<file path="src/pwse_regs.svh">
// Constants for the prefix, window and skip execution block.
// What this block does
// [RQ1] Bypass prefix loads 11-bit field into constant.
// [RQ2] Constant clears after every non-prefix instruction.
// [RQ3] Software puts bypass prefix only before loads.
// [RQ4] Load after bypass prefix skips data cache.
// [RQ5] Unprefixed control read returns status register.
// [RQ6] Prefixed control read returns indexed control register.
// [RQ7] Restore increments pointer, overflow trap 2.
// [RQ8] Save decrements pointer, underflow trap 1.
// [RQ9] Save sets stack from frame minus 4*size.
// [RQ10] Return jumps to link register shifted left.
// [RQ11] Delay slot executes before return target.
// [RQ12] Rotate left: carry takes bit 31.
// [RQ13] Rotate right: carry takes bit 0.
// [RQ14] Halfword extend copies bit 15 upward.
// [RQ15] Byte extend copies bit 7 upward.
// [RQ16] Skip when selected bit is clear.
// [RQ17] Skip when selected bit is set.
// [RQ18] Skip when register is nonzero.
// [RQ19] Skip advances 6 over prefix, else 4.
`ifndef PWSE_REGS_SVH
`define PWSE_REGS_SVH
`define PWSE_OP_PFX       5'h13
`define PWSE_OP_PFXB      5'h12
`define PWSE_OP6_SKPCLR   6'h14
`define PWSE_OP6_SKPSET   6'h15
`define PWSE_OP5_SAVE     5'h0F
`define PWSE_OP11_CONTROL_READ_OP   11'h3F9
`define PWSE_OP11_RLC     11'h3E5
`define PWSE_OP11_RRC     11'h3E6
`define PWSE_OP11_HALFWORD_SIGN_EXTEND  11'h3E4
`define PWSE_OP11_BYTE_SIGN_EXTEND   11'h3E3
`define PWSE_OP11_SKPNZ   11'h3FA
`define PWSE_OP16_RESTORE 16'h7DA0
`define PWSE_OP16_RET     16'h7FDF
`define PWSE_TRAP_UNDER   6'h01
`define PWSE_TRAP_OVER    6'h02
`define PWSE_CTL_STATUS   11'h000
`define PWSE_STEP_PLAIN   32'h00000002
`define PWSE_SKIP_PLAIN   32'h00000004
`define PWSE_SKIP_PREFIX  32'h00000006
`define PWSE_CWP_RESET    5'h00
`endif

</file>
<file path="src/pwse_pkg.sv">
// Types shared by the execution block.
package pwse_pkg;
    typedef enum logic [3:0] {
        PWSE_NONE, PWSE_PFX, PWSE_PFXB, PWSE_CONTROL_READ_OP, PWSE_RESTORE, PWSE_SAVE,
        PWSE_RET, PWSE_RLC, PWSE_RRC, PWSE_HALFWORD_SIGN_EXTEND, PWSE_BYTE_SIGN_EXTEND,
        PWSE_SKPCLR, PWSE_SKPSET, PWSE_SKPNZ
    } pwse_op_t;
endpackage

</file>
<file path="src/pwse_dec_if.sv">
// Decoded instruction carrier between decoder and executor.
`timescale 1ns/1ps
`default_nettype none
interface pwse_dec_if;
    import pwse_pkg::*;
    pwse_op_t    op;
    logic [10:0] prefix_immediate_field;
    logic [7:0]  frame_size_field;
    logic [4:0]  bit_index_field;
    logic [4:0]  reg_a;
    logic        next_is_prefix;
    modport dec (output op, prefix_immediate_field, frame_size_field, bit_index_field, reg_a, next_is_prefix);
    modport exe (input op, prefix_immediate_field, frame_size_field, bit_index_field, reg_a, next_is_prefix);
endinterface
`default_nettype wire

</file>
<file path="src/pwse_exec.sv">
// Executor for prefix, window, return, rotate, extend and skip instructions.
`timescale 1ns/1ps
`default_nettype none
`include "pwse_regs.svh"
module pwse_exec
    import pwse_pkg::*;
#(
    parameter int CWP_W = 5
) (
    // Clock and reset
    input  wire logic        clk,
    input  wire logic        reset,
    // Instruction stream from fetch
    input  wire logic        instr_valid,
    input  wire logic [15:0] instr,
    input  wire logic [15:0] next_instr,
    input  wire logic [31:0] pc,
    // Operand registers and flags
    input  wire logic [31:0] target_gpr,
    input  wire logic [31:0] return_link_reg,
    input  wire logic [31:0] frame_ptr,
    input  wire logic [31:0] stack_ptr,
    input  wire logic        carry_in,
    // Window limits
    input  wire logic [CWP_W-1:0] window_upper_bound,
    input  wire logic [CWP_W-1:0] window_lower_bound,
    // Control register read port
    output logic [10:0]      ctl_index,
    input  wire logic [31:0] ctl_data,
    // Results
    output logic             wr_en,
    output logic [4:0]       wr_reg,
    output logic [31:0]      wr_data,
    output logic             sp_wr_en,
    output logic [31:0]      new_stack_ptr,
    output logic [31:0]      new_frame_ptr,
    output logic             carry_wr_en,
    output logic             carry_out,
    output logic             pc_load,
    output logic [31:0]      next_pc,
    output logic             trap,
    output logic [5:0]       trap_num,
    output logic             cache_bypass,
    output logic             in_delay_slot,
    // Architectural state
    output logic [10:0]      prefix_k,
    output logic [CWP_W-1:0] current_window_pointer
);
    if (CWP_W < 1 || CWP_W > 8) begin : g_cwp_w_check
        $error("CWP_W out of range");
    end

    pwse_dec_if d ();

    pwse_decoder u_pwse_decoder (
        .instr      (instr),
        .next_instr (next_instr),
        .d          (d)
    );

    logic [10:0]      k_q;
    logic             bypass_q;
    logic             slot_q;
    logic [CWP_W-1:0] cwp_q;
    logic             skip_cond;

    function automatic logic [31:0] skip_step(input logic nxt_pfx);
        return nxt_pfx ? `PWSE_SKIP_PREFIX : `PWSE_SKIP_PLAIN;
    endfunction

    // ----------------------------------------------------------------
    // Prefix constant
    // ----------------------------------------------------------------
    always_ff @(posedge clk) begin
        if (reset) begin
            k_q <= 11'h000;
        end else if (instr_valid) begin
            if (d.op == PWSE_PFX || d.op == PWSE_PFXB) begin
                k_q <= d.prefix_immediate_field; // RQ1
            end else begin
                k_q <= 11'h000; // RQ2
            end
        end
    end

    // Remembers that the previous instruction asked for cache bypass.
    always_ff @(posedge clk) begin
        if (reset) begin
            bypass_q <= 1'b0;
        end else if (instr_valid) begin
            bypass_q <= (d.op == PWSE_PFXB);
        end
    end

    // The bypass prefix is only legal before a load, so the next
    // instruction is taken to be that load.
    assign cache_bypass = bypass_q; // RQ4 RQ3

    // ----------------------------------------------------------------
    // Window pointer
    // ----------------------------------------------------------------
    always_ff @(posedge clk) begin
        if (reset) begin
            cwp_q <= CWP_W'(`PWSE_CWP_RESET);
        end else if (instr_valid && d.op == PWSE_RESTORE) begin
            cwp_q <= cwp_q + 1'b1; // RQ7
        end else if (instr_valid && d.op == PWSE_SAVE) begin
            cwp_q <= cwp_q - 1'b1; // RQ8
        end
    end

    // ----------------------------------------------------------------
    // Delay slot tracking
    // ----------------------------------------------------------------
    always_ff @(posedge clk) begin
        if (reset) begin
            slot_q <= 1'b0;
        end else if (instr_valid) begin
            slot_q <= (d.op == PWSE_RET); // RQ11
        end
    end

    assign in_delay_slot          = slot_q;
    assign prefix_k               = k_q;
    assign current_window_pointer = cwp_q;
    assign ctl_index              = (k_q == 11'h000) ? `PWSE_CTL_STATUS : k_q; // RQ5 RQ6

    // ----------------------------------------------------------------
    // Combinational execute
    // ----------------------------------------------------------------
    always_comb begin
        skip_cond = 1'b0;
        case (d.op)
            PWSE_SKPCLR: skip_cond = ~target_gpr[d.bit_index_field]; // RQ16
            PWSE_SKPSET: skip_cond = target_gpr[d.bit_index_field];  // RQ17
            PWSE_SKPNZ:  skip_cond = |target_gpr;         // RQ18
            default:     skip_cond = 1'b0;
        endcase
    end

    always_comb begin
        wr_en         = 1'b0;
        wr_reg        = d.reg_a;
        wr_data       = 32'h00000000;
        sp_wr_en      = 1'b0;
        new_stack_ptr = 32'h00000000;
        new_frame_ptr = 32'h00000000;
        carry_wr_en   = 1'b0;
        carry_out     = carry_in;
        pc_load       = 1'b0;
        next_pc       = pc + `PWSE_STEP_PLAIN;
        trap          = 1'b0;
        trap_num      = 6'h00;
        if (instr_valid) begin
            case (d.op)
                PWSE_CONTROL_READ_OP: begin
                    wr_en   = 1'b1;
                    wr_data = ctl_data; // RQ5 RQ6
                end
                PWSE_RESTORE: begin
                    if (cwp_q == window_upper_bound) begin
                        trap     = 1'b1;
                        trap_num = `PWSE_TRAP_OVER; // RQ7
                    end
                end
                PWSE_SAVE: begin
                    sp_wr_en      = 1'b1;
                    new_stack_ptr = frame_ptr - {22'h0, d.frame_size_field, 2'h0}; // RQ9
                    new_frame_ptr = stack_ptr; // RQ9
                    if (cwp_q == window_lower_bound) begin
                        trap     = 1'b1;
                        trap_num = `PWSE_TRAP_UNDER; // RQ8
                    end
                end
                PWSE_RET: begin
                    pc_load = 1'b1;
                    next_pc = {return_link_reg[30:0], 1'b0}; // RQ10
                end
                PWSE_RLC: begin
                    wr_en       = 1'b1;
                    wr_data     = {target_gpr[30:0], carry_in}; // RQ12
                    carry_wr_en = 1'b1;
                    carry_out   = target_gpr[31]; // RQ12
                end
                PWSE_RRC: begin
                    wr_en       = 1'b1;
                    wr_data     = {carry_in, target_gpr[31:1]}; // RQ13
                    carry_wr_en = 1'b1;
                    carry_out   = target_gpr[0]; // RQ13
                end
                PWSE_HALFWORD_SIGN_EXTEND: begin
                    wr_en   = 1'b1;
                    wr_data = {{16{target_gpr[15]}}, target_gpr[15:0]}; // RQ14
                end
                PWSE_BYTE_SIGN_EXTEND: begin
                    wr_en   = 1'b1;
                    wr_data = {{24{target_gpr[7]}}, target_gpr[7:0]}; // RQ15
                end
                PWSE_SKPCLR, PWSE_SKPSET, PWSE_SKPNZ: begin
                    if (skip_cond) begin
                        pc_load = 1'b1;
                        next_pc = pc + skip_step(d.next_is_prefix); // RQ19
                    end
                end
                default: begin
                    wr_en = 1'b0;
                end
            endcase
        end
    end

    // ----------------------------------------------------------------
    // Checks
    // ----------------------------------------------------------------
    property p_k_cleared;
        @(posedge clk) disable iff (reset)
        (instr_valid && d.op != PWSE_PFX && d.op != PWSE_PFXB) |=> (k_q == 11'h000);
    endproperty
    a_k_cleared: assert property (p_k_cleared) else $error("prefix constant not cleared"); // RQ2

    property p_k_loaded;
        @(posedge clk) disable iff (reset)
        (instr_valid && d.op == PWSE_PFXB) |=> (k_q == $past(instr[10:0]) && cache_bypass);
    endproperty
    a_k_loaded: assert property (p_k_loaded) else $error("bypass prefix not loaded"); // RQ1

    property p_restore_inc;
        @(posedge clk) disable iff (reset)
        (instr_valid && d.op == PWSE_RESTORE) |=> (cwp_q == CWP_W'($past(cwp_q) + 1'b1));
    endproperty
    a_restore_inc: assert property (p_restore_inc) else $error("restore did not increment"); // RQ7

    property p_save_trap;
        @(posedge clk) disable iff (reset)
        (instr_valid && d.op == PWSE_SAVE && cwp_q == window_lower_bound)
            |-> (trap && trap_num == 6'h01);
    endproperty
    a_save_trap: assert property (p_save_trap) else $error("missing underflow trap"); // RQ8

    property p_save_sp;
        @(posedge clk) disable iff (reset)
        (instr_valid && d.op == PWSE_SAVE) |-> (frame_ptr - new_stack_ptr == {22'h0, instr[7:0], 2'h0});
    endproperty
    a_save_sp: assert property (p_save_sp) else $error("bad save stack pointer"); // RQ9

    property p_ret_target;
        @(posedge clk) disable iff (reset)
        (instr_valid && d.op == PWSE_RET) |-> (pc_load && next_pc[0] == 1'b0
            && next_pc[31:1] == return_link_reg[30:0]);
    endproperty
    a_ret_target: assert property (p_ret_target) else $error("bad return target"); // RQ10

    property p_rlc;
        @(posedge clk) disable iff (reset)
        (instr_valid && d.op == PWSE_RLC) |-> (carry_out == target_gpr[31] && wr_data[0] == carry_in);
    endproperty
    a_rlc: assert property (p_rlc) else $error("bad rotate left"); // RQ12

    property p_skip_step;
        @(posedge clk) disable iff (reset)
        (instr_valid && d.op == PWSE_SKPNZ && target_gpr != 32'h0)
            |-> (next_pc - pc == (d.next_is_prefix ? 32'h6 : 32'h4));
    endproperty
    a_skip_step: assert property (p_skip_step) else $error("bad skip distance"); // RQ18

    property p_bypass_clear;
        @(posedge clk) disable iff (reset)
        (instr_valid && d.op != PWSE_PFXB) |=> !cache_bypass;
    endproperty
    a_bypass_clear: assert property (p_bypass_clear) else $error("stale cache bypass"); // RQ4

    property p_control_read_op_status;
        @(posedge clk) disable iff (reset)
        (instr_valid && d.op == PWSE_CONTROL_READ_OP && k_q == 11'h000)
            |-> (wr_en && ctl_index == 11'h000);
    endproperty
    a_control_read_op_status: assert property (p_control_read_op_status) else $error("bad status read"); // RQ5

    property p_control_read_op_index;
        @(posedge clk) disable iff (reset)
        (instr_valid && d.op == PWSE_CONTROL_READ_OP && k_q != 11'h000)
            |-> (ctl_index == prefix_k && wr_data == ctl_data);
    endproperty
    a_control_read_op_index: assert property (p_control_read_op_index) else $error("bad indexed read"); // RQ6

    property p_restore_trap;
        @(posedge clk) disable iff (reset)
        (instr_valid && d.op == PWSE_RESTORE)
            |-> (trap == (cwp_q == window_upper_bound) && (!trap || trap_num == 6'h02));
    endproperty
    a_restore_trap: assert property (p_restore_trap) else $error("bad overflow trap"); // RQ7

    property p_save_dec;
        @(posedge clk) disable iff (reset)
        (instr_valid && d.op == PWSE_SAVE) |=> (cwp_q == CWP_W'($past(cwp_q) - 1'b1));
    endproperty
    a_save_dec: assert property (p_save_dec) else $error("save did not decrement"); // RQ8

    property p_save_fp;
        @(posedge clk) disable iff (reset)
        (instr_valid && d.op == PWSE_SAVE) |-> (sp_wr_en && new_frame_ptr == stack_ptr);
    endproperty
    a_save_fp: assert property (p_save_fp) else $error("bad save frame pointer"); // RQ9

    property p_ret_slot;
        @(posedge clk) disable iff (reset)
        (instr_valid && d.op == PWSE_RET) |=> in_delay_slot;
    endproperty
    a_ret_slot: assert property (p_ret_slot) else $error("delay slot not marked"); // RQ11

    property p_rrc;
        @(posedge clk) disable iff (reset)
        (instr_valid && d.op == PWSE_RRC) |-> (carry_wr_en && carry_out == target_gpr[0]
            && wr_data[31] == carry_in && wr_data[30:0] == target_gpr[31:1]);
    endproperty
    a_rrc: assert property (p_rrc) else $error("bad rotate right"); // RQ13

    property p_halfword_sign_extend;
        @(posedge clk) disable iff (reset)
        (instr_valid && d.op == PWSE_HALFWORD_SIGN_EXTEND)
            |-> (!carry_wr_en && $signed(wr_data) == $signed(target_gpr[15:0]));
    endproperty
    a_halfword_sign_extend: assert property (p_halfword_sign_extend) else $error("bad halfword extend"); // RQ14

    property p_byte_sign_extend;
        @(posedge clk) disable iff (reset)
        (instr_valid && d.op == PWSE_BYTE_SIGN_EXTEND)
            |-> (!carry_wr_en && $signed(wr_data) == $signed(target_gpr[7:0]));
    endproperty
    a_byte_sign_extend: assert property (p_byte_sign_extend) else $error("bad byte extend"); // RQ15

    property p_skip_clr;
        @(posedge clk) disable iff (reset)
        (instr_valid && d.op == PWSE_SKPCLR) |-> (pc_load == !target_gpr[instr[9:5]]);
    endproperty
    a_skip_clr: assert property (p_skip_clr) else $error("bad skip on clear"); // RQ16

    property p_skip_set;
        @(posedge clk) disable iff (reset)
        (instr_valid && d.op == PWSE_SKPSET) |-> (pc_load == target_gpr[instr[9:5]]);
    endproperty
    a_skip_set: assert property (p_skip_set) else $error("bad skip on set"); // RQ17

    property p_skip_pfx;
        @(posedge clk) disable iff (reset)
        (instr_valid && pc_load && d.op inside {PWSE_SKPCLR, PWSE_SKPSET, PWSE_SKPNZ})
            |-> (next_pc == pc + ((next_instr[15:12] == 4'h9) ? 32'h6 : 32'h4));
    endproperty
    a_skip_pfx: assert property (p_skip_pfx) else $error("bad skip over prefix"); // RQ19
endmodule
`default_nettype wire

</file>
<file path="src/pwse_decoder.sv">
// Instruction decoder for the prefix, window and skip group.
`timescale 1ns/1ps
`default_nettype none
`include "pwse_regs.svh"
module pwse_decoder
    import pwse_pkg::*;
(
    // Instruction halfwords
    input  wire logic [15:0] instr,
    input  wire logic [15:0] next_instr,
    // Decoded output
    pwse_dec_if.dec          d
);
    function automatic logic is_prefix(input logic [15:0] w);
        return w[15:11] == `PWSE_OP_PFX || w[15:11] == `PWSE_OP_PFXB;
    endfunction

    always_comb begin
        d.op = PWSE_NONE;
        if (instr[15:11] == `PWSE_OP_PFX) begin
            d.op = PWSE_PFX;
        end else if (instr[15:11] == `PWSE_OP_PFXB) begin
            d.op = PWSE_PFXB;
        end else if (instr == `PWSE_OP16_RESTORE) begin
            d.op = PWSE_RESTORE;
        end else if (instr == `PWSE_OP16_RET) begin
            d.op = PWSE_RET;
        end else if (instr[15:11] == `PWSE_OP5_SAVE && instr[10:8] == 3'h0) begin
            d.op = PWSE_SAVE;
        end else if (instr[15:10] == `PWSE_OP6_SKPCLR) begin
            d.op = PWSE_SKPCLR;
        end else if (instr[15:10] == `PWSE_OP6_SKPSET) begin
            d.op = PWSE_SKPSET;
        end else begin
            case (instr[15:5])
                `PWSE_OP11_CONTROL_READ_OP:  d.op = PWSE_CONTROL_READ_OP;
                `PWSE_OP11_RLC:    d.op = PWSE_RLC;
                `PWSE_OP11_RRC:    d.op = PWSE_RRC;
                `PWSE_OP11_HALFWORD_SIGN_EXTEND: d.op = PWSE_HALFWORD_SIGN_EXTEND;
                `PWSE_OP11_BYTE_SIGN_EXTEND:  d.op = PWSE_BYTE_SIGN_EXTEND;
                `PWSE_OP11_SKPNZ:  d.op = PWSE_SKPNZ;
                default:           d.op = PWSE_NONE;
            endcase
        end
    end

    assign d.prefix_immediate_field          = instr[10:0];
    assign d.frame_size_field           = instr[7:0];
    assign d.bit_index_field           = instr[9:5];
    assign d.reg_a          = instr[4:0];
    assign d.next_is_prefix = is_prefix(next_instr);
endmodule
`default_nettype wire

</file>
<file path="config.mk">
export PLATFORM = sky130hd
export DESIGN_NAME = pwse_exec
export DESIGN_NICKNAME = d
export VERILOG_FILES = /design/src/pwse_pkg.sv /design/src/pwse_dec_if.sv /design/src/pwse_exec.sv /design/src/pwse_decoder.sv
export VERILOG_INCLUDE_DIRS = /design/src
export SDC_FILE = /design/constraint.sdc
export NUM_CORES = 1
export LEC_CHECK = 0
export ABC_CLOCK_PERIOD_IN_PS = 8300
export BUFFER_PORTS_ARGS = -buffer_cell sky130_fd_sc_hd__buf_4
export CAP_MARGIN = 20
export CORE_AREA = 3 3 161 163
export DETAILED_ROUTE_END_ITERATION = 7
export DIE_AREA = 0 0 164 166
export GPL_TIMING_DRIVEN = 0
export MAX_ROUTING_LAYER = met4
export PLACE_DENSITY = 0.53
export SKIP_LAST_GASP = 1
export SLEW_MARGIN = 30
export SYNTH_ARGS = -nofsm -noshare
export SYNTH_HDL_FRONTEND = slang
export SYNTH_HIERARCHICAL = 1
export SYNTH_SLANG_ARGS = --single-unit
export TNS_END_PERCENT = 20
</file>
<file path="constraint.sdc">
create_clock -name clk -period 8.3 [get_ports clk]
set_clock_uncertainty 0.05 [all_clocks]
set_input_delay 0.83 -clock clk [delete_from_list [all_inputs] [get_ports clk]]
set_output_delay 0.83 -clock clk [all_outputs]
set_load 0.02 [all_outputs]
</file>
==> impl_results.md <==
- Status: completed
- Yosys reg bits: 18
- Max-slew violations: 0
- Post-synth ARST share: 0
- Setup TNS: 0 ps
- Post-Syn Instances: a little under 900
- PnR worst setup slack: 1882 ps
- Die W: 164 µm
- Startpoint types: input pin
- H-tree Lvls: 1
- Relative slew margins: 0.3446
- CTS Buf Count: 3
- Gpl congestion: 0.9571
- Root Driver: clkbuf_16
- Largest net degree at the start of global routing: 12
- Yosys cell types: 74
- Core Region: 0.02446 mm²
- CTS tree: built
- Final WL: 33.03 mm
- Fin crit share: 0.7733
- Synth cell count leaders: 96 x nor2_1, 73 x nand2_1, 67 x a21oi_1, 67 x clkbuf_1, 48 x and3_1
- Data required, critical path: 7420 ps
- Post-CTS Setup Bufs: 0
- Critical path's slowest cell: clkbuf_1
- Total power draw: 0.4803 mW
- DRC viols: 0
- CTS Sinks: 18
- PD cells: 52.24 mW/mm²
- Drt pass-1 iters: 7
- Worst hold path depth: 2
- Mapped Avg Cell Area: 6.421 µm²
- Wirelength per Cell: 20.36 µm
- Post_cts resized: 0
- Initial antenna violation count: 6
- Global route total overflow: 0
- Slowest stage delay, CP: roughly 560 ps
- Most used cell, CP: clkbuf_1
- Die area: 0.02722 mm²
- Top FF cell, synth: dfxtp_1
- Port bufs: 390
- Worst reg2reg path depth: 7
- Tmin final: between 6000 and 7000 ps
- FF-to-FF Start: current_window_pointer[0]$_SDFFE_PP0P_
- Pre-CTS setup slack: 1934 ps
- Max clock buf depth: 2
- Layout Cells excl Fill: 1622
- RSZ-0062 raised after global routing: false
- 1st-iter DRT viols: 580
- Floorplan row count: 57
- Layout Area Growth over Synthesis: 60.00%
- Vias in the first global route: 8454
- Vias/cell: about 5.3
- Routed Antenna Nets: 0
- Register area share after synthesis: 0.06270
- YS warnings: 6
- Synth top area cells: dfxtp_1 6.3%, nor2_1 6.3%, mux2i_1 6.1%
- Initial Util: 0.2349
- Worst slew pin tran: around 970 ps
- Hold WC Path Type: flip-flop to flip-flop
- Final hold vios: 0
- Hold path start: cache_bypass$_SDFFE_PP0P_
- Tot GR Track Use: 0.2335
- First-pass GRT wire length: 49.08 mm
- Peak Freq: 0.1558 GHz
- Cts hold-fix bufs: 0
- Nets: 1547
- Via count: 8528
- DPL Wire Length: 27.78 mm
- Endpoint, Worst Hold: cache_bypass$_SDFFE_PP0P_
- CP Cell Sequence: buf_4 > nor4b_1 > a31oi_1 > or3b_2 > o211ai_1 > clkbuf_1 > nand2_1 > nor2_1 > o21a_1 > and2_1 > clkbuf_1 > clkbuf_1 > clkbuf_1 > clkbuf_1 > nor2_1 > nor3_1 > buf_4
- Peak VDD IR: around 0.000055 V
- # Max-Cap Violations: 0
- Reg2Reg Capture Point: current_window_pointer[4]$_SDFFE_PP0P_
- Critical path endpoint category: primary output
- Worst reg-to-reg setup slack: 6480 ps
- Setup violations, final: 0
- Post-synth top area share: 0.06270
- Die H: approximately 170 µm
- Mapped Area: 0.005747 mm²
- Crit path arrival time: between 5000 and 6000 ps
- # IOs: 412
- Placed instance count: between 1.5k and 2k
- Post-synth EDFFs: 0
- Lkg Pwr: roughly 4.2 nW
- Largest area contributor in the netlist: dfxtp_1
- Worst-Skew Late Latency: 250 ps
- Ratio of cells with drive above 1 in the final layout: 0.3522
- Crit-path max FO: 10
- Top-count cell post-synth: nor2_1
- Critical Path Start: instr[10]
- Clock Pin Slew Worst Setup and Hold Paths: approximately 60 ps
- CP Class: input pin to primary output
- Final Util: 0.3759
[flip-flops by register name, summed over array words and instances, names as in the netlist]
name	cells
cache_bypass	1
current_window_pointer	5
in_delay_slot	1
prefix_k	11
[power breakdown]
group | internal, mW | switching (mW)
logic | 0.140 | 0.144
registers | 0.0876 | 0.00135
clock network | 0.0733 | 0.0342
[cell usage in the layout (no fill, tap or decap), types with 9 or more instances in the layout]
cell type / Yosys / final
ha_1: 14 / 14
a31oi_1: 19 / 19
a222oi_1: 24 / 24
xnor2_1: 19 / 19
nor4_1: 12 / 12
a22oi_1: 21 / 21
and3_1: 48 / 48
nor2b_1: 25 / 25
clkbuf_1: 67 / 67
inv_1: 26 / 26
nor2_1: 96 / 96
a21oi_1: 67 / 67
o211ai_1: 9 / 9
o221ai_1: 10 / 10
nand2b_1: 9 / 9
nor3_1: 28 / 28
nand4_1: 12 / 12
nand3_1: 38 / 38
dfxtp_1: 18 / 18
mux2i_1: 35 / 35
xor2_1: 19 / 19
nand2_1: 73 / 73
o21ai_0: 45 / 45
buf_4: 33 / 423
[through the flow]
stage | hold slack, ps | area [µm²]
after floorplan | 493.8 | 5758
after global placement | 411.7 | 9091
after detailed placement | 415.2 | 9091
after CTS | 430.1 | 9180
after global routing | 441.4 | 9195
final | 427.9 | 9195
[logic make-up after synthesis]
logic type / count (synthesis) / synth area share
flip-flops: 18 / 0.06270
buffers and inverters: 130 / 0.1071
XOR/XNOR: 38 / 0.05791
multiplexers: 36 / 0.06292
adder cells (fa/ha/maj): 16 / 0.03745
other: 1 / 0.0006525
AND/OR/NAND/NOR: 402 / 0.3697
AO/OA/AOI/OAI: 254 / 0.3015
[metal layers]
metal	wire (µm)	GRT usage	vias up
li1	-	-	4113
met1	12900	0.2734	3993
met2	17190	0.4242	388
met3	2199	0.02893	34
met4	735	0.04928	0
met5	0	-	-
[critical path, delay by kind of cell]
family,cells,cell delay [ps]
AND/OR/NAND/NOR,7,1710
AO/OA/AOI/OAI,3,420
buffers and inverters,7,2560
[layout make-up]
class	instances	area, µm²
Fill cell	2719	15270
Multi-Input combinational cell	750	4782
Timing Repair Buffer	390	2928
Buffer	104	518.0
Tap cell	324	405.4
Sequential cell	18	360.3
Inverter	26	97.59
Clock buffer	4	88.84
Antenna cell	6	15.01
[how the worst max path moves through the flow]
stage | to | slack, ps | cells past startpoint
after floorplan | next_pc[28] | 3370 | 15
after global placement | next_pc[28] | 1850 | 17
after detailed placement | next_pc[28] | 1930 | 17
after CTS | next_pc[28] | 1910 | 17
after global routing | next_pc[28] | 1600 | 17
final | next_pc[28] | 1880 | 17
No activity file was read; power rests on OpenSTA's default activity.
